===== src/rtl/pisr_pkg.sv =====
// constants and helpers shared by the identity and status register bank
package pisr_pkg;

    // ==========================================================
    // register locations
    localparam logic [7:0] ADDR_PART_IDENTITY = 8'h3e;
    localparam logic [7:0] ADDR_SILICON_REVISION = 8'h3f;
    localparam logic [7:0] ADDR_TOP_CONTROL_HIDDEN = 8'h40;
    localparam logic [7:0] ADDR_RAIL3_EFFECTIVE_VOLTAGE = 8'h41;

    // ==========================================================
    // field layout and reset values
    localparam int INHIBIT_BIT = 4;
    localparam logic INHIBIT_RESET = 1'b0;
    localparam logic [7:0] READ_ZERO = 8'h00;
    localparam logic [3:0] FULL_MASK_FIRST = 4'ha;
    localparam logic [3:0] FULL_MASK_BIAS = 4'h9;
    localparam logic [2:0] FULL_MASK_NONE = 3'h0;
    localparam logic [2:0] FULL_MASK_WRAP = 3'h7;

    // ==========================================================
    // rail 3 voltage code scale, millivolts
    localparam logic [6:0] VID_SAT_CODE = 7'h50;
    localparam logic [10:0] VID_BASE_MV = 11'h1f4;
    localparam logic [10:0] VID_STEP_MV = 11'h00a;
    localparam logic [10:0] VID_TOP_MV = 11'h514;

    // full-mask change count to upper revision nibble
    function automatic logic [3:0] full_mask_code(input logic [2:0] n);
        if (n == FULL_MASK_NONE || n == FULL_MASK_WRAP) begin
            return FULL_MASK_FIRST;
        end
        return 4'(FULL_MASK_BIAS + {1'b0, n});
    endfunction

    // effective code to output level, saturated at the top code
    function automatic logic [10:0] vid_to_mv(input logic [6:0] code);
        logic [6:0] sat;
        sat = (code > VID_SAT_CODE) ? VID_SAT_CODE : code;
        return 11'(VID_BASE_MV + VID_STEP_MV * {4'h0, sat});
    endfunction

endpackage


===== src/rtl/pisr_rail3_if.sv =====
// carrier for the rail 3 effective voltage between selector and bank
`timescale 1ns/1ps
interface pisr_rail3_if;
    logic [6:0] code;
    logic [10:0] mv;
    modport src (output code, output mv);
    modport dst (input code, input mv);
endinterface


===== src/rtl/pisr_rail3_sel.sv =====
// rail 3 effective voltage selection between base and scaled codes
`timescale 1ns/1ps
module pisr_rail3_sel (
    // clock and reset
    input wire logic clk_i,
    input wire logic rst_n_i,
    input wire logic ce_i,
    // selections in force
    input wire logic dvs_active_i,
    input wire logic [6:0] rail3_base_voltage_select_i,
    input wire logic [6:0] rail3_scaled_voltage_select_i,
    // effective value
    pisr_rail3_if.src eff
);

    // ==========================================================
    // selection
    logic [6:0] code_d;

    always_comb begin
        code_d = dvs_active_i ? rail3_scaled_voltage_select_i : rail3_base_voltage_select_i;
    end

    always_ff @(posedge clk_i) begin
        if (!rst_n_i) begin
            eff.code <= 7'h00;
            eff.mv <= pisr_pkg::VID_BASE_MV;
        end else if (ce_i) begin
            eff.code <= code_d;
            eff.mv <= pisr_pkg::vid_to_mv(code_d);
        end
    end
endmodule


===== src/rtl/pisr_top.sv =====
// identity, revision, hidden top control and rail 3 status register bank
//
// Functional notes
// - read-only part code at 0x3e, writes ignored
// - upper revision nibble counts full-mask changes, wraps
// - lower revision nibble counts metal changes, wraps
// - top control at 0x40 only in hidden mode
// - inhibit bit 4 set skips low output check
// - 0x41 reports rail 3 selection in force
// - code 0 is 0.5V, 10mV steps, saturates 1.30V
`timescale 1ns/1ps
module pisr_top #(
    // arbitrary neutral identity value
    parameter logic [7:0] PART_CODE = 8'h5a
) (
    // clock and reset
    input wire logic clk_i,
    input wire logic rst_n_i,
    input wire logic ce_i,
    // register port from the serial bus engine
    input wire logic [7:0] reg_addr_i,
    input wire logic reg_wr_i,
    input wire logic [7:0] reg_wdata_i,
    input wire logic reg_rd_i,
    output logic [7:0] reg_rdata_o,
    output logic reg_rvalid_o,
    // device mode
    input wire logic hidden_mode_i,
    // revision straps, static pins
    input wire logic [2:0] full_mask_changes_i,
    input wire logic [4:0] metal_changes_i,
    // rail 3 selections
    input wire logic dvs_active_i,
    input wire logic [6:0] rail3_base_voltage_select_i,
    input wire logic [6:0] rail3_scaled_voltage_select_i,
    // low output comparator pin
    input wire logic rail_low_i,
    // status
    output logic low_output_check_inhibit_o,
    output logic low_output_fault_o,
    output logic [6:0] rail3_effective_voltage_code_o,
    output logic [10:0] rail3_target_mv_o
);

    // ==========================================================
    // pin synchronisers
    // straps and comparator reach logic two enabled edges after they move
    logic [2:0] fm_s1_q;
    logic [2:0] fm_s2_q;
    logic [4:0] mt_s1_q;
    logic [4:0] mt_s2_q;
    logic low_s1_q;
    logic low_s2_q;

    always_ff @(posedge clk_i) begin
        if (!rst_n_i) begin
            fm_s1_q <= 3'h0;
            fm_s2_q <= 3'h0;
            mt_s1_q <= 5'h00;
            mt_s2_q <= 5'h00;
            low_s1_q <= 1'b0;
            low_s2_q <= 1'b0;
        end else if (ce_i) begin
            fm_s1_q <= full_mask_changes_i;
            fm_s2_q <= fm_s1_q;
            mt_s1_q <= metal_changes_i;
            mt_s2_q <= mt_s1_q;
            low_s1_q <= rail_low_i;
            low_s2_q <= low_s1_q;
        end
    end

    // ==========================================================
    // rail 3 selector
    pisr_rail3_if rail3 ();

    pisr_rail3_sel u_rail3 (
        .clk_i(clk_i),
        .rst_n_i(rst_n_i),
        .ce_i(ce_i),
        .dvs_active_i(dvs_active_i),
        .rail3_base_voltage_select_i(rail3_base_voltage_select_i),
        .rail3_scaled_voltage_select_i(rail3_scaled_voltage_select_i),
        .eff(rail3)
    );

    assign rail3_effective_voltage_code_o = rail3.code;
    assign rail3_target_mv_o = rail3.mv;

    // ==========================================================
    // decode
    logic top_wr;
    logic [7:0] revision;
    logic [7:0] rdata_d;

    always_comb begin
        top_wr = ce_i && reg_wr_i && hidden_mode_i
            && reg_addr_i == pisr_pkg::ADDR_TOP_CONTROL_HIDDEN;
        // upper nibble wraps after the seventh change, lower after sixteen
        // metal bit 4 only marks the sixteenth change and drops out of the nibble
        revision = {pisr_pkg::full_mask_code(fm_s2_q), mt_s2_q[3:0]};
    end

    always_comb begin
        rdata_d = pisr_pkg::READ_ZERO;
        case (reg_addr_i)
            pisr_pkg::ADDR_PART_IDENTITY: begin
                rdata_d = PART_CODE;
            end
            pisr_pkg::ADDR_SILICON_REVISION: begin
                rdata_d = revision;
            end
            pisr_pkg::ADDR_TOP_CONTROL_HIDDEN: begin
                if (hidden_mode_i) begin
                    rdata_d[pisr_pkg::INHIBIT_BIT] = low_output_check_inhibit_o;
                end
            end
            pisr_pkg::ADDR_RAIL3_EFFECTIVE_VOLTAGE: begin
                rdata_d = {rail3.code, 1'b0};
            end
            default: begin
                rdata_d = pisr_pkg::READ_ZERO;
            end
        endcase
    end

    // ==========================================================
    // top control, hidden mode only
    always_ff @(posedge clk_i) begin
        if (!rst_n_i) begin
            low_output_check_inhibit_o <= pisr_pkg::INHIBIT_RESET;
        end else if (top_wr) begin
            low_output_check_inhibit_o <= reg_wdata_i[pisr_pkg::INHIBIT_BIT];
        end
    end

    // ==========================================================
    // low output check
    always_ff @(posedge clk_i) begin
        if (!rst_n_i) begin
            low_output_fault_o <= 1'b0;
        end else if (ce_i) begin
            low_output_fault_o <= low_s2_q && !low_output_check_inhibit_o;
        end
    end

    // ==========================================================
    // read answer, registered mux with no state change
    always_ff @(posedge clk_i) begin
        if (!rst_n_i) begin
            reg_rdata_o <= pisr_pkg::READ_ZERO;
            reg_rvalid_o <= 1'b0;
        end else if (ce_i) begin
            reg_rvalid_o <= reg_rd_i;
            if (reg_rd_i) begin
                reg_rdata_o <= rdata_d;
            end
        end
    end
endmodule


===== config.mk =====
export PLATFORM = sky130hd
export DESIGN_NAME = pisr_top
export DESIGN_NICKNAME = d
export VERILOG_FILES = /design/src/rtl/pisr_pkg.sv /design/src/rtl/pisr_rail3_if.sv /design/src/rtl/pisr_rail3_sel.sv /design/src/rtl/pisr_top.sv
export SDC_FILE = /design/constraint.sdc
export NUM_CORES = 1
export LEC_CHECK = 0
export ABC_AREA = 0
export BUFFER_PORTS_ARGS = -buffer_cell sky130_fd_sc_hd__buf_2
export CORE_ASPECT_RATIO = 0.75
export CORE_MARGIN = 3
export CORE_UTILIZATION = 57
export CTS_BUF_LIST = sky130_fd_sc_hd__clkbuf_4 sky130_fd_sc_hd__clkbuf_8
export DETAILED_ROUTE_END_ITERATION = 10
export PLACE_DENSITY = 0.95
export SLEW_MARGIN = 20
export SYNTH_ARGS = -nofsm -noshare
export SYNTH_HDL_FRONTEND = slang
export SYNTH_HIERARCHICAL = 1
export SYNTH_SLANG_ARGS = --single-unit

===== constraint.sdc =====
create_clock -name clk_i -period 8.5 [get_ports clk_i]
set_clock_uncertainty 0.15 [all_clocks]
set_input_delay 2.55 -clock clk_i [delete_from_list [all_inputs] [get_ports clk_i]]
set_output_delay 2.55 -clock clk_i [all_outputs]
set_load 0.1 [all_outputs]

After elaboration in Yosys (flattened, before gate mapping)

Cells that the tools add are included.

ROM bits: 0
RAM bits: 0
Word-level logic and storage cells: 38
Memories: 0
Input bits: 46
Latch bits: 0
Register bits: 45

$lt $le $gt $ge: 1
Div/mod/pow operators: 0
Reductions and logical operators: 8
Multiply operators: 1
Muxes and demuxes: 9
Bitwise logic cells: 0
Shifts and indexed selects: 0
$add $sub $neg: 2
Eq/ne operators: 5

Operator list:

| kind                                                               | number |
|---|---|
| 8-bit by 6-bit == test with 1-bit output, second input constant    | 2 |
| 8-bit by 7-bit == test with 1-bit output, second input constant    | 2 |
| 7-bit two-way mux                                                  | 2 |
| 4-bit one-hot mux with 3 select lines                              | 1 |
| 9-bit by 11-bit adder with 11-bit output, first input constant     | 1 |
| 3-bit by 7-bit multiplier with 10-bit output, first input constant | 1 |
| 3-bit one-hot mux with 3 select lines                              | 1 |
| 4-bit two-way mux                                                  | 2 |
| 7-bit greater-than comparator, second input constant               | 1 |
| 4-bit by 3-bit adder with 4-bit output, first input constant       | 1 |
| 1-bit logical AND                                                  | 4 |
| 1-bit one-hot mux with 4 select lines                              | 1 |
| 3-bit == test, second input constant                               | 1 |
| 3-bit zero test                                                    | 1 |
| 1-bit two-way mux                                                  | 2 |
| 2-bit AND reduction                                                | 1 |
| 1-bit zero test                                                    | 1 |
| 1-bit logical OR                                                   | 1 |

Longest topological paths before layout

Gate-level depths: netlist of run 1.

Depth in word-level cells: 5
Mapped depth: 14
Mapped depth without buffers: 14

Modules after synthesis

The synthesis of run 1 kept the hierarchy.

By module, submodules not included:

| module         | cells each | area each (µm²) | seq. area each (µm²) | times used |
|---|---|---|---|---|
| pisr_top       | 124        | 1219.9          | 540.5                | 1 |
| pisr_rail3_sel | 128        | 1138.6          | 340.3                | 1 |

Worst setup path before layout of run 1

Ideal clock, no wire load.

Path kind: input to register
From: in rail3_base_voltage_select_i[5]
To: reg u_rail3.eff.mv[10]
Arrival: 5.010 ns
Path buffers: 0
Cell stages on the path: 14
Path slack: 3.266 ns
Library setup time: 0.075 ns
Cell sequence: nor2b_1 -> a32oi_2 -> o211ai_1 -> nor2_1 -> ha_1 -> ha_1 -> inv_1 -> fa_1 -> nand2b_1 -> a21oi_1 -> xnor2_1 -> nand3_2 -> a21o_1 -> a31oi_1

Cells in the longest elaborated chain, start to end: 5

Ends and longest elaborated chain:

| what                                           | line                 | RTL |
|---|---|---|
| from (decl)                                    | pisr_top.sv:34       | `input wire logic [6:0] rail3_base_voltage_select_i,` |
| 7-bit two-way mux *                            | pisr_rail3_sel.sv:21 | `code_d = dvs_active_i ? rail3_scaled_voltage_select_i : rail3_base_voltage_select_i;` |
| 7-bit greater-than comparator                  | pisr_pkg.sv:39       | `sat = (code > VID_SAT_CODE) ? VID_SAT_CODE : code;` |
| 7-bit two-way mux *                            | pisr_pkg.sv:39       |  |
| 3-bit by 7-bit multiplier with 10-bit output * | pisr_pkg.sv:40       | `return 11'(VID_BASE_MV + VID_STEP_MV * {4'h0, sat});` |
| 9-bit by 11-bit adder with 11-bit output *     | pisr_pkg.sv:40       |  |
| to (signal assigned)                           | pisr_rail3_sel.sv:27 | `eff.mv <= pisr_pkg::VID_BASE_MV;` |
| to (signal assigned)                           | pisr_rail3_sel.sv:30 | `eff.mv <= pisr_pkg::vid_to_mv(code_d);` |
| to (decl)                                      | pisr_rail3_if.sv:6   | `modport src (output code, output mv);` |

Mark *: on every way between the ends. The rest lies on a longest branch, timed or not.
A chain may end at the register's enable or synchronous reset.

Worst setup path in the final report of run 1

From: in dvs_active_i
To: reg u_rail3.eff.mv[9]

Cells in the longest elaborated chain, start to end: 5

Ends and longest elaborated chain:

| what                                           | line                 | RTL |
|---|---|---|
| from (decl)                                    | pisr_top.sv:33       | `input wire logic dvs_active_i,` |
| 7-bit two-way mux *                            | pisr_rail3_sel.sv:21 |  |
| 7-bit greater-than comparator                  | pisr_pkg.sv:39       |  |
| 7-bit two-way mux *                            | pisr_pkg.sv:39       |  |
| 3-bit by 7-bit multiplier with 10-bit output * | pisr_pkg.sv:40       |  |
| 9-bit by 11-bit adder with 11-bit output *     | pisr_pkg.sv:40       |  |

Marks and branches as above.

==> flow_metrics.py, run 1 <==
metrics = {
    "run_status": {
        "outcome": "complete, no violations",
    },
    "placed_design": {
        "port_buffers": 65,
        "dp_hpwl_um": 3930,
        "gp_congestion": 0.881,
    },
    "grt": {
        "first_global_vias": 1982,
        "grt_max_degree": 51,
        "grt_use_total_pct": 22.8,
        "grt_overflow": 0,
        "grt_pass1_wl_um": 8750,
        "antenna_found_initial": 0,
    },
    "timing": {
        "worst_slew_pin_slew_ns": 1.05,
        "hold_slack_ns": 0.342,
        "relSlewSlack_pct": 30.1,
        "rsz0062_at_grt": "no",
        "period_share_pct": 67.8,
        "hold_violations": 0,
        "drv_slew": 0,
        "fmax_mhz": 174,
        "finalSetupViolations": 0,
        "timing.final.crit_period_ns": 5.76,
        "tns_ns": 0,
    },
    "worst_setup_path": {
        "reg2reg_depth": 6,
        "critPathSlowestCell": "a32oi_2",
        "crit_start": "dvs_active_i",
        "end_kind": "flop",
        "cpPeakStageDelay_ns": 0.44,
        "critPathRequiredTime_ns": 8.49,
        "path_cells": "buf_2, nor2b_1, a32oi_2, o211ai_1, nor2_1, ha_1, ha_1, inv_1, fa_1, nand2b_1, a21oi_1, xnor2_1, nand3_2, xnor2_1, a21oi_1",
        "path_max_fanout": 13,
        "worstPathArrival_ns": 5.75,
        "r2r_start": "fm_s2_q[0]$_SDFFE_PN0P_",
        "startpoint_type": "input port",
        "critical_path_class": "in2reg",
    },
    "clock_network": {
        "clkSlewWorstSetupHoldPaths_ns": 0.08,
        "cts_setup_buffers": 0,
        "cts_buffers": 5,
        "cts_resized": 0,
        "root_buffer": "clkbuf_8",
        "clk_latency_ns": 0.30,
        "cts_hold_buf": 0,
        "cts.sinks": 44,
        "htree_levels": 2,
        "clk_path_buf_depth": 2,
        "cts_tree": "done",
    },
    "logic_synthesis": {
        "synth_sequential_area_ratio_pct": 37.3,
        "synth_edf_count": 0,
        "async_flop_share_pct": 0,
        "netlist_area_um2": 2360,
        "ys_types": 50,
        "syn_avg_cell_area_um2": 9.36,
        "synth-seq-cells": 44,
        "syn-instance-count": 252,
        "syn_nets": 310,
        "yosys_warnings": 6,
        "ys.flop_type": "dfxtp_1",
    },
    "die": {
        "dieHeight_um": 61.7,
        "rows": 19,
        "dieArea_um2": 4950,
        "coreArea_um2": 3800,
        "die_w_um": 80.3,
        "start_util_pct": 62.0,
        "ios": 75,
    },
    "detailed_routing": {
        "wl_met2_um": 2520,
        "post-route-drc-count": 0,
        "route.top_layer_used": "met4",
        "drtPass1Iterations": 5,
        "m1WireLength_um": 2370,
        "vias_per_cell": 5.73,
        "dr_wl_met3_um": 507,
        "routed_wl_um": 5540,
        "wl_per_cell_um": 15.3,
        "vias": 2081,
        "antenna_left": 0,
        "drtIter0Drc": 173,
    },
    "final_layout": {
        "syn2layout_area_growth_pct": 18.5,
        "multi_input_area_um2": 1390,
        "fillerInstances": 292,
        "n_antenna_cell": 0,
        "layout_commonest_cell": "buf_2",
        "final_layout_size_suffix_gt1_share_pct": 27.3,
        "final_cell_mix": "buf_2 (65), dfxtp_1 (44), mux2i_1 (26)",
        "seqCellArea_um2": 881,
        "fin_nets": 368,
    },
    "hold_path": {
        "hold_path.class": "reg2reg",
        "hold_depth": 1,
        "hp-start": "u_rail3/eff.mv[3]$_SDFFE_PN0P_",
    },
    "run": {
        "cap_violations": 0,
    },
    "power_and_ir_drop": {
        "leakage_uw": 0.00128,
        "max-vdd-ir-drop_mv": 0.202,
        "power_density_nw_per_um2": 211,
    },
}
synth_stat cells, types with 2 or more instances:
cell       n  area [um2]
o21ai_0   15        75.1
o211ai_1   2        15.0
nor2b_1   23         144
o211a_1    6        60.1
a21oi_1   10        50.1
a31oi_1    7        43.8
xor2_1     3        26.3
nand3_1    8        40.0
mux2_2     2        22.5
ha_1      11         138
dfxtp_1   44         881
buf_2      2        10.0
nand3b_1   2        15.0
nor2_1    10        37.5
nand2b_1   4        25.0
mux2i_1   26         260
buf_4      2        15.0
nand4_1    2        12.5
clkbuf_1   9        33.8
a21boi_0   2        15.0
nand2_1   21        78.8
inv_1      6        22.5
xnor2_1    6        52.6
or3_1      2        12.5
a21o_1     2        15.0
worst max-delay path: cells and delay by family:
family | cells | cell delay [ns]
xor+xnor | 2 | 0.43
fa+ha+maj | 3 | 0.72
simple gates | 4 | 0.72
buf+inv | 2 | 0.31
compound gates | 4 | 1.00
per-layer routing:
metal	global-route usage, %	up-vias
li1	-	1007
met3	5.91	18
met1	28.9	960
met5	0	-
met2	38.1	96
met4	8.92	0
area by class of cell:
class	count	area share (%)
Multi-Input combinational cell	188	49.6
Sequential cell	44	31.5
Timing Repair Buffer	65	11.6
Clock buffer	5	2.46
Tap cell	52	2.33
Clock inverter	3	1.66
Inverter	6	0.806
power breakdown:
group	total (uW)	switching, uW	internal [uW]
logic	197	143	54.4
clock network	163	74.2	88.5
registers	229	8.23	221
total	589	225	363
path summary, 6_finish.rpt:
check | endpoint | slack, ns
hold reg to reg | u_rail3/eff.mv[3]$_SDFFE_PN0P_ | 0.34
hold / removal | u_rail3/eff.mv[3]$_SDFFE_PN0P_ | 0.34
setup / recovery | u_rail3/eff.mv[9]$_SDFFE_PN0P_ | 2.74
setup reg to reg | reg_rdata_o[6]$_SDFFE_PN0P_ | 6.84
sequential cells by signal, summed over array words and instances, names as in the netlist:
register / flops
u_rail3/eff.code: 7
mt_s2_q: 4
reg_rdata_o: 8
low_s2_q: 1
fm_s2_q: 3
mt_s1_q: 4
low_s1_q: 1
u_rail3/eff.mv: 10
fm_s1_q: 3
low_output_check_inhibit_o: 1
reg_rvalid_o: 1
low_output_fault_o: 1
cells by family (layout without fill, tap and decap cells):
| group | count (synthesis) | count (layout) | share of synthesized area, % |
|---|---|---|---|
| compound gates | 55 | 55 | 16.4 |
| xor+xnor | 9 | 9 | 3.34 |
| fa+ha+maj | 12 | 12 | 6.68 |
| buf+inv | 20 | 79 | 3.93 |
| flops | 44 | 44 | 37.3 |
| mux | 29 | 29 | 12.6 |
| other cells | 1 | 1 | 0.159 |
| simple gates | 82 | 82 | 19.5 |
metrics by stage:
stage	setup WS (ns)	instance area [um2]	utilization (%)	total power [uW]	std cells
2_1_floorplan	3.27	2360	-	392	252
3_3_place_gp	2.64	2680	70.4	423	355
3_5_place_dp	2.60	2680	70.4	427	355
4_1_cts	2.84	2790	73.5	591	363
5_1_grt	2.58	2790	73.5	612	363
6_report	2.74	2790	73.5	589	363
(Power assumes the default switching activity.)
==> run 2: changes to the inputs <==
CORE_UTILIZATION = 53   (was 57)
PLACE_DENSITY = 0.93   (was 0.95)
clock period = 5.4 ns   (was 8.5 ns; I/O delays follow)
==> flow_metrics.py, run 2 (synthesis gave the netlist of run 1 again) <==
metrics = {
    "grt": {
        "grt_pass1_wl_um": 9080,
        "first_global_vias": 2008,
        "grt_overflow": 0,
        "grt_max_degree": 50,
        "antenna_found_initial": 0,
        "grt_use_total_pct": 20.8,
    },
    "detailed_routing": {
        "drtPass1Iterations": 4,
        "antenna_left": 0,
        "drtIter0Drc": 135,
        "vias": 2003,
        "vias_per_cell": 5.44,
        "wl_per_cell_um": 14.2,
        "routed_wl_um": 5220,
        "post-route-drc-count": 0,
    },
    "clock_network": {
        "cts_tree": "done",
        "clk_latency_ns": 0.30,
        "cts_buffers": 5,
        "cts_hold_buf": 0,
        "root_buffer": "clkbuf_8",
        "clk_path_buf_depth": 2,
        "cts_resized": 0,
        "cts.sinks": 44,
        "htree_levels": 2,
        "cts_setup_buffers": 0,
        "clkSlewWorstSetupHoldPaths_ns": 0.08,
    },
    "final_layout": {
        "n_antenna_cell": 0,
        "reg_top3": "u_rail3/eff.mv x10, reg_rdata_o x8, u_rail3/eff.code x7",
        "syn2layout_area_growth_pct": 19.7,
        "stdcell_area_um2": 2820,
        "largest_register_ffs": 10,
        "final_cell_mix": "buf_2 (65), dfxtp_1 (44), mux2i_1 (26)",
        "layout_commonest_cell": "buf_2",
        "regMostFlops": "u_rail3/eff.mv",
        "fin_nets": 370,
        "final_layout_size_suffix_gt1_share_pct": 27.8,
    },
    "hold_path": {
        "hold_path.class": "reg2reg",
        "hp-start": "u_rail3/eff.mv[7]$_SDFFE_PN1P_",
        "hold_depth": 2,
        "hold_end": "u_rail3/eff.mv[7]$_SDFFE_PN1P_",
    },
    "die": {
        "coreArea_um2": 4150,
        "start_util_pct": 56.8,
        "dieArea_um2": 5290,
        "rows": 20,
        "dieHeight_um": 63.8,
        "ios": 75,
        "die_w_um": 83.0,
    },
    "worst_setup_path": {
        "path_cells": "buf_2, nor2b_1, a32oi_2, buf_4, o211ai_1, nor2_1, ha_1, ha_1, inv_1, fa_1, nand2b_1, a21oi_1, xnor2_1, nand3_2, xnor2_1, a21oi_1",
        "cpPeakStageDelay_ns": 0.39,
        "r2r_start": "fm_s2_q[0]$_SDFFE_PN0P_",
        "r2r_end": "reg_rdata_o[7]$_SDFFE_PN0P_",
        "reg2reg_depth": 5,
        "startpoint_type": "input port",
        "critical_path_class": "in2reg",
        "worstPathArrival_ns": 4.55,
        "end_kind": "flop",
        "crit_start": "dvs_active_i",
        "r2r_slack_ns": 3.75,
        "path_max_fanout": 13,
        "critPathSlowestCell": "fa_1",
        "critPathRequiredTime_ns": 5.41,
    },
    "run_status": {
        "outcome": "complete, no violations",
    },
    "timing": {
        "rsz0062_at_grt": "no",
        "drv_slew": 0,
        "worst_slew_pin_slew_ns": 0.763,
        "finalSetupViolations": 0,
        "hold_violations": 0,
        "timing.final.crit_period_ns": 4.54,
        "relSlewSlack_pct": 48.7,
        "tns_ns": 0,
        "fmax_mhz": 220,
        "period_share_pct": 84.1,
    },
    "power_and_ir_drop": {
        "leakage_uw": 0.00129,
        "max-vdd-ir-drop_mv": 0.231,
        "power_density_nw_per_um2": 333,
    },
    "placed_design": {
        "gp_congestion": 0.864,
        "port_buffers": 65,
        "post_dp_cell_area_um2": 2700,
        "dp_hpwl_um": 3810,
    },
    "run": {
        "cap_violations": 0,
    },
}
## run 2: power breakdown
group | internal, uW | switching [uW] | total, uW
combinational | 86.0 | 221 | 307
sequential | 347 | 12.3 | 359
clock | 163 | 110 | 273
total | 596 | 344 | 940
## run 2: worst max-delay path by stage
stage	end	slack, ns	depth (start not counted)
final	u_rail3/eff.mv[9]$_SDFFE_PN0P_	0.86	16
after global routing	u_rail3/eff.mv[10]$_SDFFE_PN0P_	0.60	16
after CTS	u_rail3/eff.mv[9]$_SDFFE_PN0P_	0.92	16
after detailed placement	u_rail3/eff.mv[9]$_SDFFE_PN0P_	0.62	16
after global placement	u_rail3/eff.mv[9]$_SDFFE_PN0P_	0.63	16
after floorplan	u_rail3/eff.mv[10]$_SDFFE_PN0P_	1.10	14
## run 2: critical path, delay by kind of cell
kind / cells / cell delay, ns
XOR/XNOR: 2 / 0.40
AO/OA/AOI/OAI: 4 / 0.61
buffers and inverters: 3 / 0.50
adder cells (fa/ha/maj): 3 / 0.73
AND/OR/NAND/NOR: 4 / 0.69
## run 2: layer usage
metal,track usage [%],wire (um)
met2,32.1,2300
met1,27.4,2470
met5,0,0
met4,7.76,75
met3,6.57,371
## run 2: cell type report
cell class,count,area [um2]
multi-input cells,188,1390
fillers,342,1330
flip-flops and latches,44,881
repair buffers,67,340
clock buffers,7,96.3
well taps,55,68.8
clock inverters,1,30.0
inverters,6,22.5
## run 2: through the flow
stage | utilization [%] | setup slack [ns] | cells | hold slack (ns) | total power, uW
finish | 68.0 | 0.861 | 368 | 0.327 | 940
global route | 68.0 | 0.604 | 368 | 0.358 | 990
CTS | 68.0 | 0.918 | 368 | 0.335 | 946
detailed placement | 64.9 | 0.618 | 360 | 0.313 | 673
global placement | 64.9 | 0.630 | 360 | 0.301 | 667
floorplan | - | 1.10 | 252 | 0.299 | 617
==> run 3: changes to the inputs <==
ABC_AREA = 1   (was 0)
CORE_UTILIZATION = 48   (was 53)
PLACE_DENSITY = 0.88   (was 0.93)
clock period = 4.1 ns   (was 5.4 ns; I/O delays follow)
==> flow_metrics.py, run 3 <==
metrics = {
    "run_status": {
        "outcome": "complete, no violations",
    },
    "logic_synthesis": {
        "ys.flop_type": "dfxtp_1",
        "synth-seq-cells": 44,
        "synth_commonest_cells": "nand2_1 (82), nor2_1 (58), dfxtp_1 (44)",
        "ys_types": 36,
        "syn_nets": 433,
        "yosysMostFrequentCell": "nand2_1",
        "netlist_area_um2": 2520,
        "syn-instance-count": 375,
        "synth_sequential_area_ratio_pct": 35.0,
        "synth_area_leaders": "dfxtp_1 (35%), nand2_1 (12%), nor2_1 (8.6%)",
        "yosysTopAreaCell": "dfxtp_1",
        "yosys_warnings": 6,
        "synth_top_area_share_pct": 35.0,
        "synth_edf_count": 0,
        "async_flop_share_pct": 0,
        "syn_avg_cell_area_um2": 6.72,
    },
    "final_layout": {
        "regMostFlops": "u_rail3/eff.mv",
        "final_core_util_pct": 62.7,
        "fin_nets": 511,
        "reg_top3": "u_rail3/eff.mv x10, reg_rdata_o x8, u_rail3/eff.code x7",
        "largest_register_ffs": 10,
        "n_antenna_cell": 0,
        "final_layout_size_suffix_gt1_share_pct": 26.5,
        "layout_commonest_cell": "nand2_1",
        "seqCellArea_um2": 881,
        "syn2layout_area_growth_pct": 23.9,
        "fillerInstances": 438,
        "multi_input_area_um2": 1410,
        "final_cell_mix": "nand2_1 (81), buf_2 (64), nor2_1 (57)",
    },
    "timing": {
        "finalSetupViolations": 0,
        "rsz0062_at_grt": "no",
        "timing.final.crit_period_ns": 3.88,
        "drv_slew": 0,
        "fmax_mhz": 258,
        "period_share_pct": 94.7,
        "worst_slack_ns": 0.217,
        "hold_violations": 0,
        "worst_slew_pin_slew_ns": 0.586,
        "relSlewSlack_pct": 60.9,
    },
    "power_and_ir_drop": {
        "p_clk_share_pct": 24.3,
        "max-vdd-ir-drop_mv": 0.291,
        "leakage_uw": 0.00164,
        "power_density_nw_per_um2": 375,
        "swShare_pct": 38.4,
        "seqPwrFrac_pct": 40.4,
        "p_int_uw": 722,
        "combPwrFrac_pct": 35.2,
        "power_switching_uw": 450,
    },
    "die": {
        "ios": 75,
        "dieHeight_um": 68.8,
        "dieArea_um2": 6160,
        "coreArea_um2": 4980,
        "rows": 22,
        "start_util_pct": 50.6,
        "die_w_um": 89.7,
    },
    "detailed_routing": {
        "post-route-drc-count": 0,
        "routed_wl_um": 6280,
        "drtIter0Drc": 215,
        "antenna_left": 0,
        "wl_per_cell_um": 12.0,
        "vias": 2623,
        "drtPass1Iterations": 5,
        "vias_per_cell": 5.00,
    },
    "hold_path": {
        "hold_path.class": "reg2reg",
    },
    "clock_network": {
        "clk_path_buf_depth": 2,
        "cts_hold_buf": 0,
        "cts.sinks": 44,
        "clk_latency_ns": 0.29,
        "htree_levels": 2,
        "clkSlewWorstSetupHoldPaths_ns": 0.07,
        "root_buffer": "clkbuf_8",
        "cts_tree": "done",
        "cts_buffers": 5,
    },
    "grt": {
        "first_global_vias": 2397,
        "grt_pass1_wl_um": 10300,
        "grt_overflow": 0,
        "grt_max_degree": 30,
        "antenna_found_initial": 0,
        "grt_use_total_pct": 21.0,
    },
    "placed_design": {
        "dp_hpwl_um": 4790,
        "gp_congestion": 0.854,
        "port_buffers": 65,
        "pre_cts_ws_ns": -0.136,
    },
    "worst_setup_path": {
        "path_max_fanout": 10,
        "r2r_slack_ns": 2.58,
        "startpoint_type": "input port",
        "critPathRequiredTime_ns": 4.14,
        "end_kind": "flop",
        "worstPathArrival_ns": 3.93,
        "critical_path_class": "in2reg",
    },
    "run": {
        "cap_violations": 0,
    },
}
==> run 3: through the flow <==
| step | power [uW] | cell area (um2) | hold WS, ns | cells | TNS (ns) |
|---|---|---|---|---|---|
| after global placement | 878 | 3000 | 0.295 | 517 | -0.121 |
| after CTS | 1170 | 3100 | 0.312 | 524 | 0 |
| final | 1170 | 3120 | 0.308 | 525 | 0 |
| after global routing | 1240 | 3120 | 0.338 | 525 | 0 |
| after floorplan | 796 | 2520 | 0.283 | 375 | 0 |
| after detailed placement | 887 | 3000 | 0.301 | 517 | -0.287 |
==> run 3: what timing repair did <==
item	CTS	global route
setup buffers	0	1
endpoints found under the setup margin	0	3
gates resized for setup	0	7
==> run 3: final cells by class <==
| cell class | count | area share (%) |
|---|---|---|
| multi-input cells | 272 | 45.3 |
| clock buffers | 7 | 3.08 |
| well taps | 72 | 2.88 |
| flip-flops and latches | 44 | 28.2 |
| repair buffers | 83 | 14.8 |
| inverters | 47 | 5.73 |
==> run 3: power groups by stage <==
| stage | Sequential (uW) | Combinational (uW) | Clock (uW) |
|---|---|---|---|
| 6_report | 474 | 413 | 285 |
| 2_1_floorplan | 615 | 181 | 0 |
| 4_1_cts | 474 | 408 | 288 |
| 3_3_place_gp | 482 | 396 | 0 |
| 3_5_place_dp | 483 | 404 | 0 |
| 5_1_grt | 478 | 449 | 312 |
==> run 3: cell families (layout without fill, tap and decap cells) <==
logic type	after synthesis	in the layout	synth area share, %
compound gates	64	64	13.6
xor+xnor	4	4	1.39
fa+ha+maj	12	12	6.26
buf+inv	59	137	9.48
flops	44	44	35.0
other cells	1	1	0.149
simple gates	191	191	34.2
==> run 3: layer usage <==
layer	vias up	global-route usage, %	wire length, um
met2	81	34.5	2900
met5	-	0	0
met4	0	5.02	74
li1	1347	-	-
met1	1185	27.8	2830
met3	10	5.34	474
==> run 3: worst paths after layout <==
check / startpoint / to / cells after the start
hold reg to reg: reg_rvalid_o$_SDFFE_PN0P_ / reg_rvalid_o$_SDFFE_PN0P_ / 2
setup / recovery: dvs_active_i / u_rail3/eff.mv[9]$_SDFFE_PN0P_ / 27
hold / removal: reg_rvalid_o$_SDFFE_PN0P_ / reg_rvalid_o$_SDFFE_PN0P_ / 2
setup reg to reg: fm_s2_q[0]$_SDFFE_PN0P_ / reg_rdata_o[6]$_SDFFE_PN0P_ / 9
==> run 3: worst max-delay path, cell delays in order <==
cell and delay, ns:
buf_4 0.15, inv_4 0.07, nand2_2 0.06, nand2_1 0.06, nor2_1 0.10, nand2_1 0.08
nand2_2 0.08, nand2_2 0.08, inv_2 0.07, nand2_2 0.06, inv_1 0.07, nor2_1 0.04
nor2_1 0.13, ha_2 0.20, inv_1 0.05, fa_2 0.35, nand3b_1 0.18, nand2_1 0.08
nand2_1 0.07, nand2_1 0.08, nand2_1 0.06, nor2_2 0.15, nand3_2 0.14, nand3_1 0.10
nand3_1 0.07, nand2_1 0.07, inv_1 0.04
